$ cat src/asr_pkg.sv
// Package with pin bundles, states and timing counts for the SRAM host.
package asr_pkg;

  localparam int ADDR_W = 16;
  localparam int DATA_W = 16;
  localparam int BYTE_W = 8;
  localparam int WORDS = 65536;
  localparam int CLK_PS = 10000;

  // Device timing figures in picoseconds, fastest grade.
  localparam int T_AA_PS = 8000;
  localparam int T_ACE_PS = 8000;
  localparam int T_DOE_PS = 4000;
  localparam int T_DBE_PS = 4000;
  localparam int T_OHA_PS = 3000;
  localparam int T_SA_PS = 0;
  localparam int T_AW_PS = 6000;
  localparam int T_HA_PS = 0;
  localparam int T_SD_PS = 4000;
  localparam int T_HD_PS = 0;
  localparam int T_SCE_PS = 7000;
  localparam int T_BW_PS = 8000;
  localparam int T_HZ_PS = 4000;

  function automatic int up_cyc(input int ps);
    int c;
    c = (ps + CLK_PS - 1) / CLK_PS;
    return (c < 1) ? 1 : c;
  endfunction

  // Read wait: worst of address, select, output and lane access.
  localparam int RD_CYC = up_cyc(T_AA_PS);
  // Write pulse: longest of the setup-to-end figures.
  localparam int WR_CYC = up_cyc(T_BW_PS);
  localparam int SD_CYC = up_cyc(T_SD_PS);
  // Turnaround after a read so the device floats before we drive.
  localparam int TA_CYC = up_cyc(T_HZ_PS);
  localparam int HOLD_CYC = up_cyc(T_HA_PS);
  localparam int CNT_W = 4;

  localparam logic [1:0] LANES_RESET = 2'h3;

  typedef struct packed {
    logic [ADDR_W-1:0] addr;
    logic [DATA_W-1:0] wdata;
    logic [1:0] lane_en;
    logic write;
  } asr_req_t;

  typedef struct packed {
    logic [ADDR_W-1:0] addr;
    logic chip_sel_n;
    logic out_en_n;
    logic wr_strobe_n;
    logic low_lane_en_n;
    logic high_lane_en_n;
  } asr_pins_t;

  typedef enum logic [2:0] {
    ST_IDLE = 3'h0,
    ST_RD = 3'h1,
    ST_RD_DONE = 3'h3,
    ST_TURN = 3'h2,
    ST_WR_SETUP = 3'h6,
    ST_WR = 3'h7,
    ST_WR_HOLD = 3'h5
  } asr_state_t;

endpackage

$ cat src/asr_sync.sv
// Three-stage synchroniser with agreement of the last two stages.
`timescale 1ns/100ps
`default_nettype none
module asr_sync #(
  parameter int W = 16
) (
  // Clock and reset
  input wire logic core_clk,
  input wire logic resetn,
  // Data
  input wire logic [W-1:0] d,
  output logic [W-1:0] q
);
  logic [W-1:0] s1_ff;
  logic [W-1:0] s2_ff;
  logic [W-1:0] s3_ff;
  logic [W-1:0] q_ff;
  logic [W-1:0] nxt_q;

  // Each bit updates only when the two settled stages agree.
  genvar i;
  for (i = 0; i < W; i++) begin : g_bit
    assign nxt_q[i] = (s2_ff[i] == s3_ff[i]) ? s3_ff[i] : q_ff[i];
  end

  always_ff @(posedge core_clk) begin
    if (!resetn) begin
      s1_ff <= '0;
      s2_ff <= '0;
      s3_ff <= '0;
      q_ff <= '0;
    end else begin
      s1_ff <= d;
      s2_ff <= s1_ff;
      s3_ff <= s2_ff;
      q_ff <= nxt_q;
    end
  end

  assign q = q_ff;
endmodule
`default_nettype wire

$ cat src/asr_host.sv
// Host controller driving a 64K by 16 asynchronous SRAM with byte lanes.
`timescale 1ns/100ps
`default_nettype none
// Contract
// RULE1: Read both lanes when both enabled.
// RULE2: Low lane read, upper lane floats.
// RULE3: High lane read, lower lane floats.
// RULE4: Write stores both lanes regardless of OE.
// RULE5: Low-only write keeps upper byte.
// RULE6: High-only write keeps lower byte.
// RULE7: Chip select high floats, powers down.
// RULE8: OE high or lanes off: no data.
// RULE9: Write starts at overlap of lows.
// RULE10: Write ends at first rising control.
// RULE11: Select and strobe rising together stays floating.
// RULE12: Read data valid 8 ns after address.
// RULE13: Old data held 3 ns after address.
// RULE14: Read data valid 8 ns after select.
// RULE15: Read data valid 4 ns after OE.
// RULE16: Lane data valid 4 ns after enable.
// RULE17: Address stable at write start, held after.
// RULE18: Address stable 6 ns before write end.
// RULE19: Data set up 4 ns, held 0 ns.
// RULE20: Select low 7 ns before write end.
// RULE21: Lane enable 8 ns before write end.
// RULE22: Memory is 65,536 words of 16 bits.
// RULE23: Contents undefined until first written.
module asr_host (
  // Clock and reset
  input wire logic core_clk,
  input wire logic resetn,
  // User request side
  input wire logic req_valid,
  output logic req_ready,
  input wire asr_pkg::asr_req_t req,
  // User answer side
  output logic rsp_valid,
  output logic [asr_pkg::DATA_W-1:0] rsp_data,
  // SRAM control and address pins
  output asr_pkg::asr_pins_t pins,
  // SRAM data pins, split into input, output and enables
  input wire logic [asr_pkg::DATA_W-1:0] dq_in,
  output logic [asr_pkg::DATA_W-1:0] dq_out,
  output logic [1:0] dq_oe
);
  localparam logic [asr_pkg::CNT_W-1:0] RD_N =
    asr_pkg::CNT_W'(asr_pkg::RD_CYC);
  localparam logic [asr_pkg::CNT_W-1:0] WR_N =
    asr_pkg::CNT_W'(asr_pkg::WR_CYC);
  localparam logic [asr_pkg::CNT_W-1:0] TA_N =
    asr_pkg::CNT_W'(asr_pkg::TA_CYC);
  localparam logic [asr_pkg::CNT_W-1:0] HOLD_N =
    asr_pkg::CNT_W'(asr_pkg::HOLD_CYC);
  localparam logic [asr_pkg::CNT_W-1:0] CNT_ONE =
    {{(asr_pkg::CNT_W-1){1'h0}}, 1'h1};
  localparam int SYNC_EXTRA = 3;

  asr_pkg::asr_state_t state_ff;
  asr_pkg::asr_state_t nxt_state;
  logic [asr_pkg::CNT_W-1:0] cnt_ff;
  logic [asr_pkg::CNT_W-1:0] nxt_cnt;
  asr_pkg::asr_req_t cur_ff;
  logic [asr_pkg::DATA_W-1:0] rdata_ff;
  logic rsp_valid_ff;
  logic [asr_pkg::DATA_W-1:0] dq_sync;

  logic cnt_done;
  logic take;
  logic in_read;
  logic in_write;
  logic wr_pulse;
  logic drive_data;
  logic [asr_pkg::DATA_W-1:0] lane_mask;
  asr_pkg::asr_req_t nxt_cur;
  logic nxt_sel_n;
  logic nxt_oe_n;
  logic nxt_we_n;
  logic nxt_lo_n;
  logic nxt_hi_n;
  asr_pkg::asr_pins_t nxt_pins;
  asr_pkg::asr_pins_t pins_ff;
  logic [1:0] nxt_dq_oe;
  logic [1:0] dq_oe_ff;

  // Pin data passes the synchroniser, so the read wait adds its latency.
  asr_sync #(
    .W(asr_pkg::DATA_W)
  ) u_sync (
    .core_clk(core_clk),
    .resetn(resetn),
    .d(dq_in),
    .q(dq_sync)
  );

  assign cnt_done = (cnt_ff == '0);
  assign req_ready = (state_ff == asr_pkg::ST_IDLE);
  assign take = req_valid && req_ready;
  assign nxt_cur = take ? req : cur_ff;
  // Pins decode the next state into flip-flops: a state change that
  // flips two code bits would otherwise glitch output enable.
  assign in_read = (nxt_state == asr_pkg::ST_RD) ||
    (nxt_state == asr_pkg::ST_RD_DONE);
  assign in_write = (nxt_state == asr_pkg::ST_WR_SETUP) ||
    (nxt_state == asr_pkg::ST_WR) || (nxt_state == asr_pkg::ST_WR_HOLD);
  // RULE9: strobe low only inside the write pulse.
  assign wr_pulse = (nxt_state == asr_pkg::ST_WR);
  // RULE19: data driven across setup, pulse and hold.
  assign drive_data = in_write;

  // RULE7: select high whenever idle or turning round.
  assign nxt_sel_n = !(in_read || in_write);
  // RULE4: output enable stays high during writes.
  assign nxt_oe_n = !in_read;
  // RULE11: strobe rises a cycle before select, so no read glitch.
  assign nxt_we_n = !wr_pulse;
  // RULE21: lane enables frame the whole access.
  assign nxt_lo_n = !((in_read || in_write) && nxt_cur.lane_en[0]);
  assign nxt_hi_n = !((in_read || in_write) && nxt_cur.lane_en[1]);
  // RULE17: address held from setup through hold.
  assign nxt_pins = '{addr: nxt_cur.addr, chip_sel_n: nxt_sel_n,
    out_en_n: nxt_oe_n, wr_strobe_n: nxt_we_n, low_lane_en_n: nxt_lo_n,
    high_lane_en_n: nxt_hi_n};
  assign pins = pins_ff;

  assign dq_out = cur_ff.wdata;
  // RULE5: only enabled lanes are driven.
  assign nxt_dq_oe = drive_data ? nxt_cur.lane_en : 2'h0;
  assign dq_oe = dq_oe_ff;

  // RULE2: unenabled lanes return zero to the user.
  assign lane_mask = {{asr_pkg::BYTE_W{cur_ff.lane_en[1]}},
    {asr_pkg::BYTE_W{cur_ff.lane_en[0]}}};

  always_comb begin
    nxt_state = state_ff;
    nxt_cnt = cnt_ff - CNT_ONE;
    if (cnt_done) begin
      nxt_cnt = cnt_ff;
    end
    case (state_ff)
      asr_pkg::ST_IDLE: begin
        if (take && req.write) begin
          nxt_state = asr_pkg::ST_WR_SETUP;
          nxt_cnt = '0;
        end else if (take) begin
          // RULE12: wait access time plus synchroniser depth.
          nxt_state = asr_pkg::ST_RD;
          nxt_cnt = RD_N + asr_pkg::CNT_W'(SYNC_EXTRA);
        end
      end
      asr_pkg::ST_RD: begin
        if (cnt_done) begin
          nxt_state = asr_pkg::ST_RD_DONE;
        end
      end
      asr_pkg::ST_RD_DONE: begin
        // RULE13: bus released before the address moves.
        nxt_state = asr_pkg::ST_TURN;
        nxt_cnt = TA_N;
      end
      asr_pkg::ST_TURN: begin
        if (cnt_done) begin
          nxt_state = asr_pkg::ST_IDLE;
        end
      end
      asr_pkg::ST_WR_SETUP: begin
        // RULE20: select and lanes low before strobe falls.
        nxt_state = asr_pkg::ST_WR;
        nxt_cnt = WR_N - CNT_ONE;
      end
      asr_pkg::ST_WR: begin
        // RULE18: pulse spans the longest setup to end.
        if (cnt_done) begin
          nxt_state = asr_pkg::ST_WR_HOLD;
          nxt_cnt = HOLD_N - CNT_ONE;
        end
      end
      asr_pkg::ST_WR_HOLD: begin
        // RULE10: strobe ends write; hold one cycle more.
        if (cnt_done) begin
          nxt_state = asr_pkg::ST_IDLE;
        end
      end
      default: begin
        nxt_state = asr_pkg::ST_IDLE;
        nxt_cnt = '0;
      end
    endcase
  end

  always_ff @(posedge core_clk) begin
    if (!resetn) begin
      state_ff <= asr_pkg::ST_IDLE;
      cnt_ff <= '0;
      cur_ff <= '{addr: '0, wdata: '0, lane_en: asr_pkg::LANES_RESET,
        write: 1'h0};
    end else begin
      state_ff <= nxt_state;
      cnt_ff <= nxt_cnt;
      if (take) begin
        cur_ff <= req;
      end
    end
  end

  always_ff @(posedge core_clk) begin
    if (!resetn) begin
      pins_ff <= '{addr: '0, chip_sel_n: 1'h1, out_en_n: 1'h1,
        wr_strobe_n: 1'h1, low_lane_en_n: 1'h1, high_lane_en_n: 1'h1};
      dq_oe_ff <= 2'h0;
    end else begin
      pins_ff <= nxt_pins;
      dq_oe_ff <= nxt_dq_oe;
    end
  end

  // RULE1: capture word while all read controls are low.
  always_ff @(posedge core_clk) begin
    if (!resetn) begin
      rdata_ff <= '0;
      rsp_valid_ff <= 1'h0;
    end else begin
      rsp_valid_ff <= (state_ff == asr_pkg::ST_RD_DONE);
      if (state_ff == asr_pkg::ST_RD_DONE) begin
        rdata_ff <= dq_sync & lane_mask;
      end
    end
  end

  assign rsp_valid = rsp_valid_ff;
  assign rsp_data = rdata_ff;
endmodule
`default_nettype wire

$ cat config.mk
export PLATFORM = sky130hd
export DESIGN_NAME = asr_host
export DESIGN_NICKNAME = d
export VERILOG_FILES = /design/src/asr_pkg.sv /design/src/asr_sync.sv /design/src/asr_host.sv
export SDC_FILE = /design/constraint.sdc
export NUM_CORES = 1
export LEC_CHECK = 0
export BUFFER_PORTS_ARGS = -buffer_cell sky130_fd_sc_hd__buf_2
export CAP_MARGIN = 20
export CORE_ASPECT_RATIO = 1.25
export CORE_MARGIN = 4
export CORE_UTILIZATION = 55
export DETAILED_ROUTE_END_ITERATION = 10
export GPL_TIMING_DRIVEN = 1
export PLACE_DENSITY_LB_ADDON = 0.2
export SYNTH_ARGS = -nofsm -noshare
export SYNTH_HDL_FRONTEND = slang
export SYNTH_SLANG_ARGS = --single-unit
$ cat constraint.sdc
create_clock -name core_clk -period 4.22 [get_ports core_clk]
set_input_delay 0 -clock core_clk [delete_from_list [all_inputs] [get_ports core_clk]]
set_output_delay 0 -clock core_clk [all_outputs]
set_load 0.03 [all_outputs]
# Word level (Yosys, flattened, before mapping)
# Index checks and enable logic that the tools add are counted.
dict set report word_totals {
  reg_bits 130
  out_inout_bits 57
  elab_cells 92
}
dict set report classes {
  add_sub_neg 1
  n_eq_ne 27
  muxes 12
  bitwise 1
  n_reduce_logical 18
}
# operator count
set ops {}
lappend ops {{35-bit 2-to-1 mux} 1}
lappend ops {{3-bit == test (second input constant)} 6}
lappend ops {{3-bit case mux with 6 select lines} 1}
lappend ops {{16-bit AND} 1}
lappend ops {{1-bit == test} 16}
lappend ops {{4-bit 2-to-1 mux} 4}
lappend ops {{4-bit case mux with 4 select lines} 1}
lappend ops {{3-bit 2-to-1 mux} 5}
lappend ops {{3-bit by 2-bit == test with 1-bit output (second input constant)} 3}
lappend ops {{3-bit by 1-bit == test with 1-bit output (second input constant)} 2}
lappend ops {{1-bit logical NOT} 5}
lappend ops {{1-bit logical AND} 4}
lappend ops {{4-bit logical NOT} 1}
lappend ops {{1-bit logical OR} 4}
lappend ops {{4-bit by 1-bit subtractor with 4-bit output (second input constant)} 1}
lappend ops {{3-bit logical NOT} 1}
lappend ops {{3-bit OR reduction} 1}
lappend ops {{2-bit AND reduction} 1}
lappend ops {{2-bit OR reduction} 1}

# Longest topological paths before layout
dict set report depth {
  ltp_word 11
  mapped_depth 8
  ltp_nobuf 8
}

# Cells and area by module
# From an unflattened synthesis, not the netlist that was laid out.
dict set report hier_totals {
  cells_unflattened 457
  area_unflattened_um2 4634.4
}
# mod instances cells_per_inst area_per_inst_um2
set by_module_without_submodules {}
lappend by_module_without_submodules {asr_host 1 290 2738.9}
lappend by_module_without_submodules {asr_sync 1 167 1895.6}

# Least setup slack after synthesis
# Ideal clock, no wire load.
dict set report synth_timing {
  kind {reg-to-reg}
  start {register cnt_ff[0] (netlist name)}
  end {register cnt_ff[0] (netlist name)}
  setup_time_ps 78
  arrival_ps 1638
  path_slack_ps 2505
  path_stages_with_launch 9
  n_path_buf 0
  period_less_slack_ps 1715
  path_cell_list {dfxtp_1 inv_1 ha_1 nor3b_1 inv_1 ha_1 nor2_1 o22ai_1 nor3_1}
}
dict set report synth_between {
  elab_chain_cells 5
}
# item line_no
set synth_rtl {}
lappend synth_rtl {{start, declared} asr_host.sv:60} ;# logic [asr_pkg::CNT_W-1:0] cnt_ff;
lappend synth_rtl {{start signal, assigned} asr_host.sv:199} ;# cnt_ff <= nxt_cnt;
lappend synth_rtl {{4-bit by 1-bit subtractor with 4-bit output or 4-bit logical NOT (tied branches)} {asr_host.sv:136, asr_host.sv:95}}
lappend synth_rtl {{4-bit 2-to-1 mux} asr_host.sv:137} ;# if (cnt_done) begin
lappend synth_rtl {{4-bit 2-to-1 mux} asr_host.sv:145} ;# end else if (take) begin
lappend synth_rtl {{4-bit 2-to-1 mux} asr_host.sv:142} ;# if (take && req.write) begin
lappend synth_rtl {{4-bit case mux with 4 select lines (*)} asr_host.sv:140} ;# case (state_ff)
# Mark *: on every way between the ends. The rest lies on a longest branch, timed or not.
# A chain may end at the register's enable or synchronous reset.

# Worst setup path after layout
dict set report layout_timing {
  start {register state_ff[1]}
  end {register cur_ff[2] (netlist name)}
}
dict set report layout_between {
  elab_chain_cells 3
}
# item line_no
set layout_rtl {}
lappend layout_rtl {{start, declared} asr_host.sv:58} ;# asr_pkg::asr_state_t state_ff;
lappend layout_rtl {{start signal, assigned} asr_host.sv:193} ;# state_ff <= asr_pkg::ST_IDLE;
lappend layout_rtl {{start signal, assigned} asr_host.sv:198} ;# state_ff <= nxt_state;
lappend layout_rtl {{3-bit logical NOT} asr_host.sv:96} ;# assign req_ready = (state_ff == asr_pkg::ST_IDLE);
lappend layout_rtl {{1-bit logical AND} asr_host.sv:97} ;# assign take = req_valid && req_ready;
lappend layout_rtl {{35-bit 2-to-1 mux} -}
lappend layout_rtl {{end signal, assigned} asr_host.sv:195} ;# cur_ff <= '{addr: '0, wdata: '0, lane_en: asr_pkg::LANES_RESET,
lappend layout_rtl {{end signal, assigned} asr_host.sv:201} ;# cur_ff <= req;
lappend layout_rtl {{end, declared} asr_host.sv:62} ;# asr_pkg::asr_req_t cur_ff;
# Every way passes these cells. The select of a mux whose other input is x is not followed.

==> results.json <==
{
  "seq_area_mm2": 0.00258,
  "worstHoldPathCells": 2,
  "hp-class": "in2reg",
  "routedWlPerCell_um": 13.4,
  "drtPass1Iterations": 6,
  "placedCellCount": 613,
  "synth_nets": 518,
  "ctsHtreeMaxLevel": 4,
  "vdd_drop_max_mv": 0.355,
  "fin_crit_ns": 2.06,
  "grt_max_degree": 57,
  "cts_resized": 0,
  "instances_no_fill": 706,
  "rows": 36,
  "r2r-end": "cur_ff[2]$_SDFF_PN1_",
  "syn2layout_area_growth_pct": 35.3,
  "seq_area_frac_synth_pct": 58.4,
  "crit_required_ns": 4.61,
  "path_max_fanout": 13,
  "fin_crit_sh_pct": 48.7,
  "r2r_cells": 3,
  "clkTransAtPathRegs_ns": 0.06,
  "cts_root_buf": "clkbuf_8",
  "hold_viol": 0,
  "clockBufferDepth": 2,
  "status": "completed",
  "postRouteAntennaNets": 0,
  "drv_cap": 0,
  "yosysUniqueCellTypes": 37,
  "finalSetupViolCount": 0,
  "whs_endpoint": "pins[0]$_SDFF_PN1_",
  "pwr_density_cell_mw_per_mm2": 519,
  "dieArea_mm2": 0.00955,
  "grt-ovfl-total": 0,
  "die_w_um": 88.2,
  "fin_nets": 655,
  "critPathKind": "reg2reg",
  "coreArea_mm2": 0.00784,
  "tritoncts": "yes",
  "r2r-start": "state_ff[1]$_SDFF_PN0_",
  "cp_data_arrival_time_ns": 2.45,
  "vias": 3512,
  "ys_warn_count": 0,
  "grt_pass1_wl_mm": 15.5,
  "hpwl_mm": 5.37,
  "hold_buffers": 61,
  "leakage_nw": 2.62,
  "slew_violations": 0,
  "rsz0062_at_grt": "false",
  "crit_start": "state_ff[1]$_SDFF_PN0_",
  "initial_utilization_pct": 56.4,
  "cts-buffers-inserted": 17,
  "fmaxAchievable_mhz": 486,
  "pin_count": 111,
  "skew_ns": 0.0106,
  "synth_area_mm2": 0.00442,
  "diodes": 0,
  "fillCellCount": 569,
  "via_per_inst": 4.97,
  "drc": 0,
  "die-height_um": 108,
  "postSynthAreaPerCell_um2": 9.58,
  "drt_wl_total_mm": 9.44,
  "hold_start": "resetn",
  "synthCells": 462,
  "drt_iter0_drc": 134,
  "startpoint_type": "register",
  "cts_sinks": 129,
  "worstSkewPairLatency_ns": 0.51,
  "synth_seq_cells": 129,
  "cp-end-kind": "register",
  "multi_input_comb_area_mm2": 0.00148,
  "routabilityCongestion": 0.833,
  "first_global_vias": 3423,
  "drive_above_1_share_pct": 25.2,
  "antenna_found_initial": 0,
  "relSlewSlack_pct": 49.5,
  "postCtsSetupRepairBufs": 0,
  "grt_usage_pct": 20.9,
  "worst_slew_pin_slew_ns": 0.758,
  "rrSetupSlack_ns": 2.16,
  "io_buffers": 110,
  "fin_setup_tns_ns": 0
}
kinds of logic (layout without fill, tap and decap cells):
| logic type | count (synthesis) | in the layout | share of synthesized area (%) |
|---|---|---|---|
| simple gates | 170 | 170 | 19.4 |
| fa+ha+maj | 2 | 2 | 0.566 |
| mux | 3 | 3 | 0.905 |
| compound gates | 95 | 95 | 12.6 |
| flops | 129 | 129 | 58.4 |
| buf+inv | 63 | 212 | 8.17 |
registers in the layout (all words and copies together), names as in the netlist:
| signal | count |
|---|---|
| u_sync.q | 16 |
| cur_ff | 2 |
| u_sync.s3_ff | 16 |
| u_sync.s2_ff | 16 |
| rsp_valid | 1 |
| dq_out | 16 |
| state_ff | 3 |
| cnt_ff | 4 |
| pins | 21 |
| rsp_data | 16 |
| dq_oe | 2 |
| u_sync.s1_ff | 16 |
final cells by class:
| class | instances | area share, % |
|---|---|---|
| Sequential cell | 129 | 43.1 |
| Clock buffer | 17 | 6.92 |
| Inverter | 6 | 0.376 |
| Tap cell | 95 | 1.99 |
| Timing Repair Buffer | 175 | 20.2 |
| Multi-Input combinational cell | 270 | 24.7 |
| Clock inverter | 14 | 2.63 |
layer usage:
metal / track usage, % / share of wire, % / vias up
li1: - / - / 1770
met1: 24.9 / 43 / 1623
met2: 34.9 / 49 / 100
met3: 5.49 / 5.6 / 19
met4: 10.0 / 2.2 / 0
met5: 0 / 0 / -
cell usage in the layout (no fill, tap or decap), types with 2 or more instances in the layout:
cell,instances
or2_1,2
inv_6,4
clkbuf_16,16
nand2b_1,2
inv_1,5
and3b_1,2
and3_1,2
a22o_1,17
mux2_4,2
or2_2,2
nand3b_1,2
dlygate4sd3_1,61
o21ai_0,17
buf_2,110
a21oi_1,55
clkinv_4,4
dfxtp_1,129
buf_4,3
ha_1,2
clkinvlp_4,3
nand3_1,8
nand2_1,85
bufinv_16,2
nor2_1,6
nor3_1,3
and2_1,48
metrics by stage:
step	hold slack (ns)	utilization, %	power (mW)	worst slack, ns	cell area, um2
2_1_floorplan	0.121	-	1.62	2.50	4420
3_3_place_gp	0.204	61.0	1.68	1.92	4780
3_5_place_dp	0.209	61.0	1.69	1.86	4780
4_1_cts	0.0410	76.0	3.12	1.83	5960
5_1_grt	0.0990	76.4	3.23	2.03	5990
6_report	0.0354	76.4	3.11	2.16	5990
synthesized netlist by cell type (all sizes together):
| library cell | number | area (um2) |
|---|---|---|
| mux2 | 2 | 30.0 |
| nand4 | 1 | 6.26 |
| o22ai | 1 | 6.26 |
| dfxtp | 129 | 2580 |
| o21a | 1 | 7.51 |
| o32ai | 1 | 8.76 |
| and3b | 2 | 17.5 |
| buf | 36 | 260 |
| nor2 | 6 | 22.5 |
| o21ai | 17 | 85.1 |
| nor2b | 1 | 6.26 |
| clkinv | 1 | 3.75 |
| nand2 | 85 | 319 |
| and3 | 2 | 12.5 |
| clkbuf | 21 | 78.8 |
| or4b | 2 | 20.0 |
| nand2b | 2 | 12.5 |
| or3 | 1 | 6.26 |
| nand3 | 8 | 40.0 |
| nand3b | 2 | 15.0 |
| a31oi | 1 | 6.26 |
| or2 | 4 | 25.0 |
| inv | 5 | 18.8 |
| a21oi | 55 | 275 |
| nor3b | 1 | 7.51 |
| a21bo | 1 | 10.0 |
| mux2i | 1 | 10.0 |
| and2 | 48 | 300 |
| nor3 | 3 | 15.0 |
| nor4b | 1 | 23.8 |
| or3b | 1 | 8.76 |
| a211o | 1 | 8.76 |
| ha | 2 | 25.0 |
| a22o | 17 | 149 |
how the worst max path moves through the flow:
stage | endpoint | slack [ns]
after floorplan | cnt_ff[0]$_SDFF_PN0_ | 2.50
after global placement | cur_ff[2]$_SDFF_PN1_ | 1.92
after detailed placement | cur_ff[2]$_SDFF_PN1_ | 1.86
after CTS | cur_ff[2]$_SDFF_PN1_ | 1.83
after global routing | cnt_ff[0]$_SDFF_PN0_ | 2.03
final | cur_ff[2]$_SDFF_PN1_ | 2.16
worst max-delay path, stage by stage (launching register included):
cell,delay [ns]
dfxtp_1,0.43
or4b_1,0.89
mux2_4,0.41
or2_1,0.20
power by group:
group          internal, mW  switching (mW)
Clock                 0.845           0.540
Combinational         0.173           0.230
Sequential             1.28          0.0378
Total                  2.30           0.808
(Power assumes the default switching activity.)
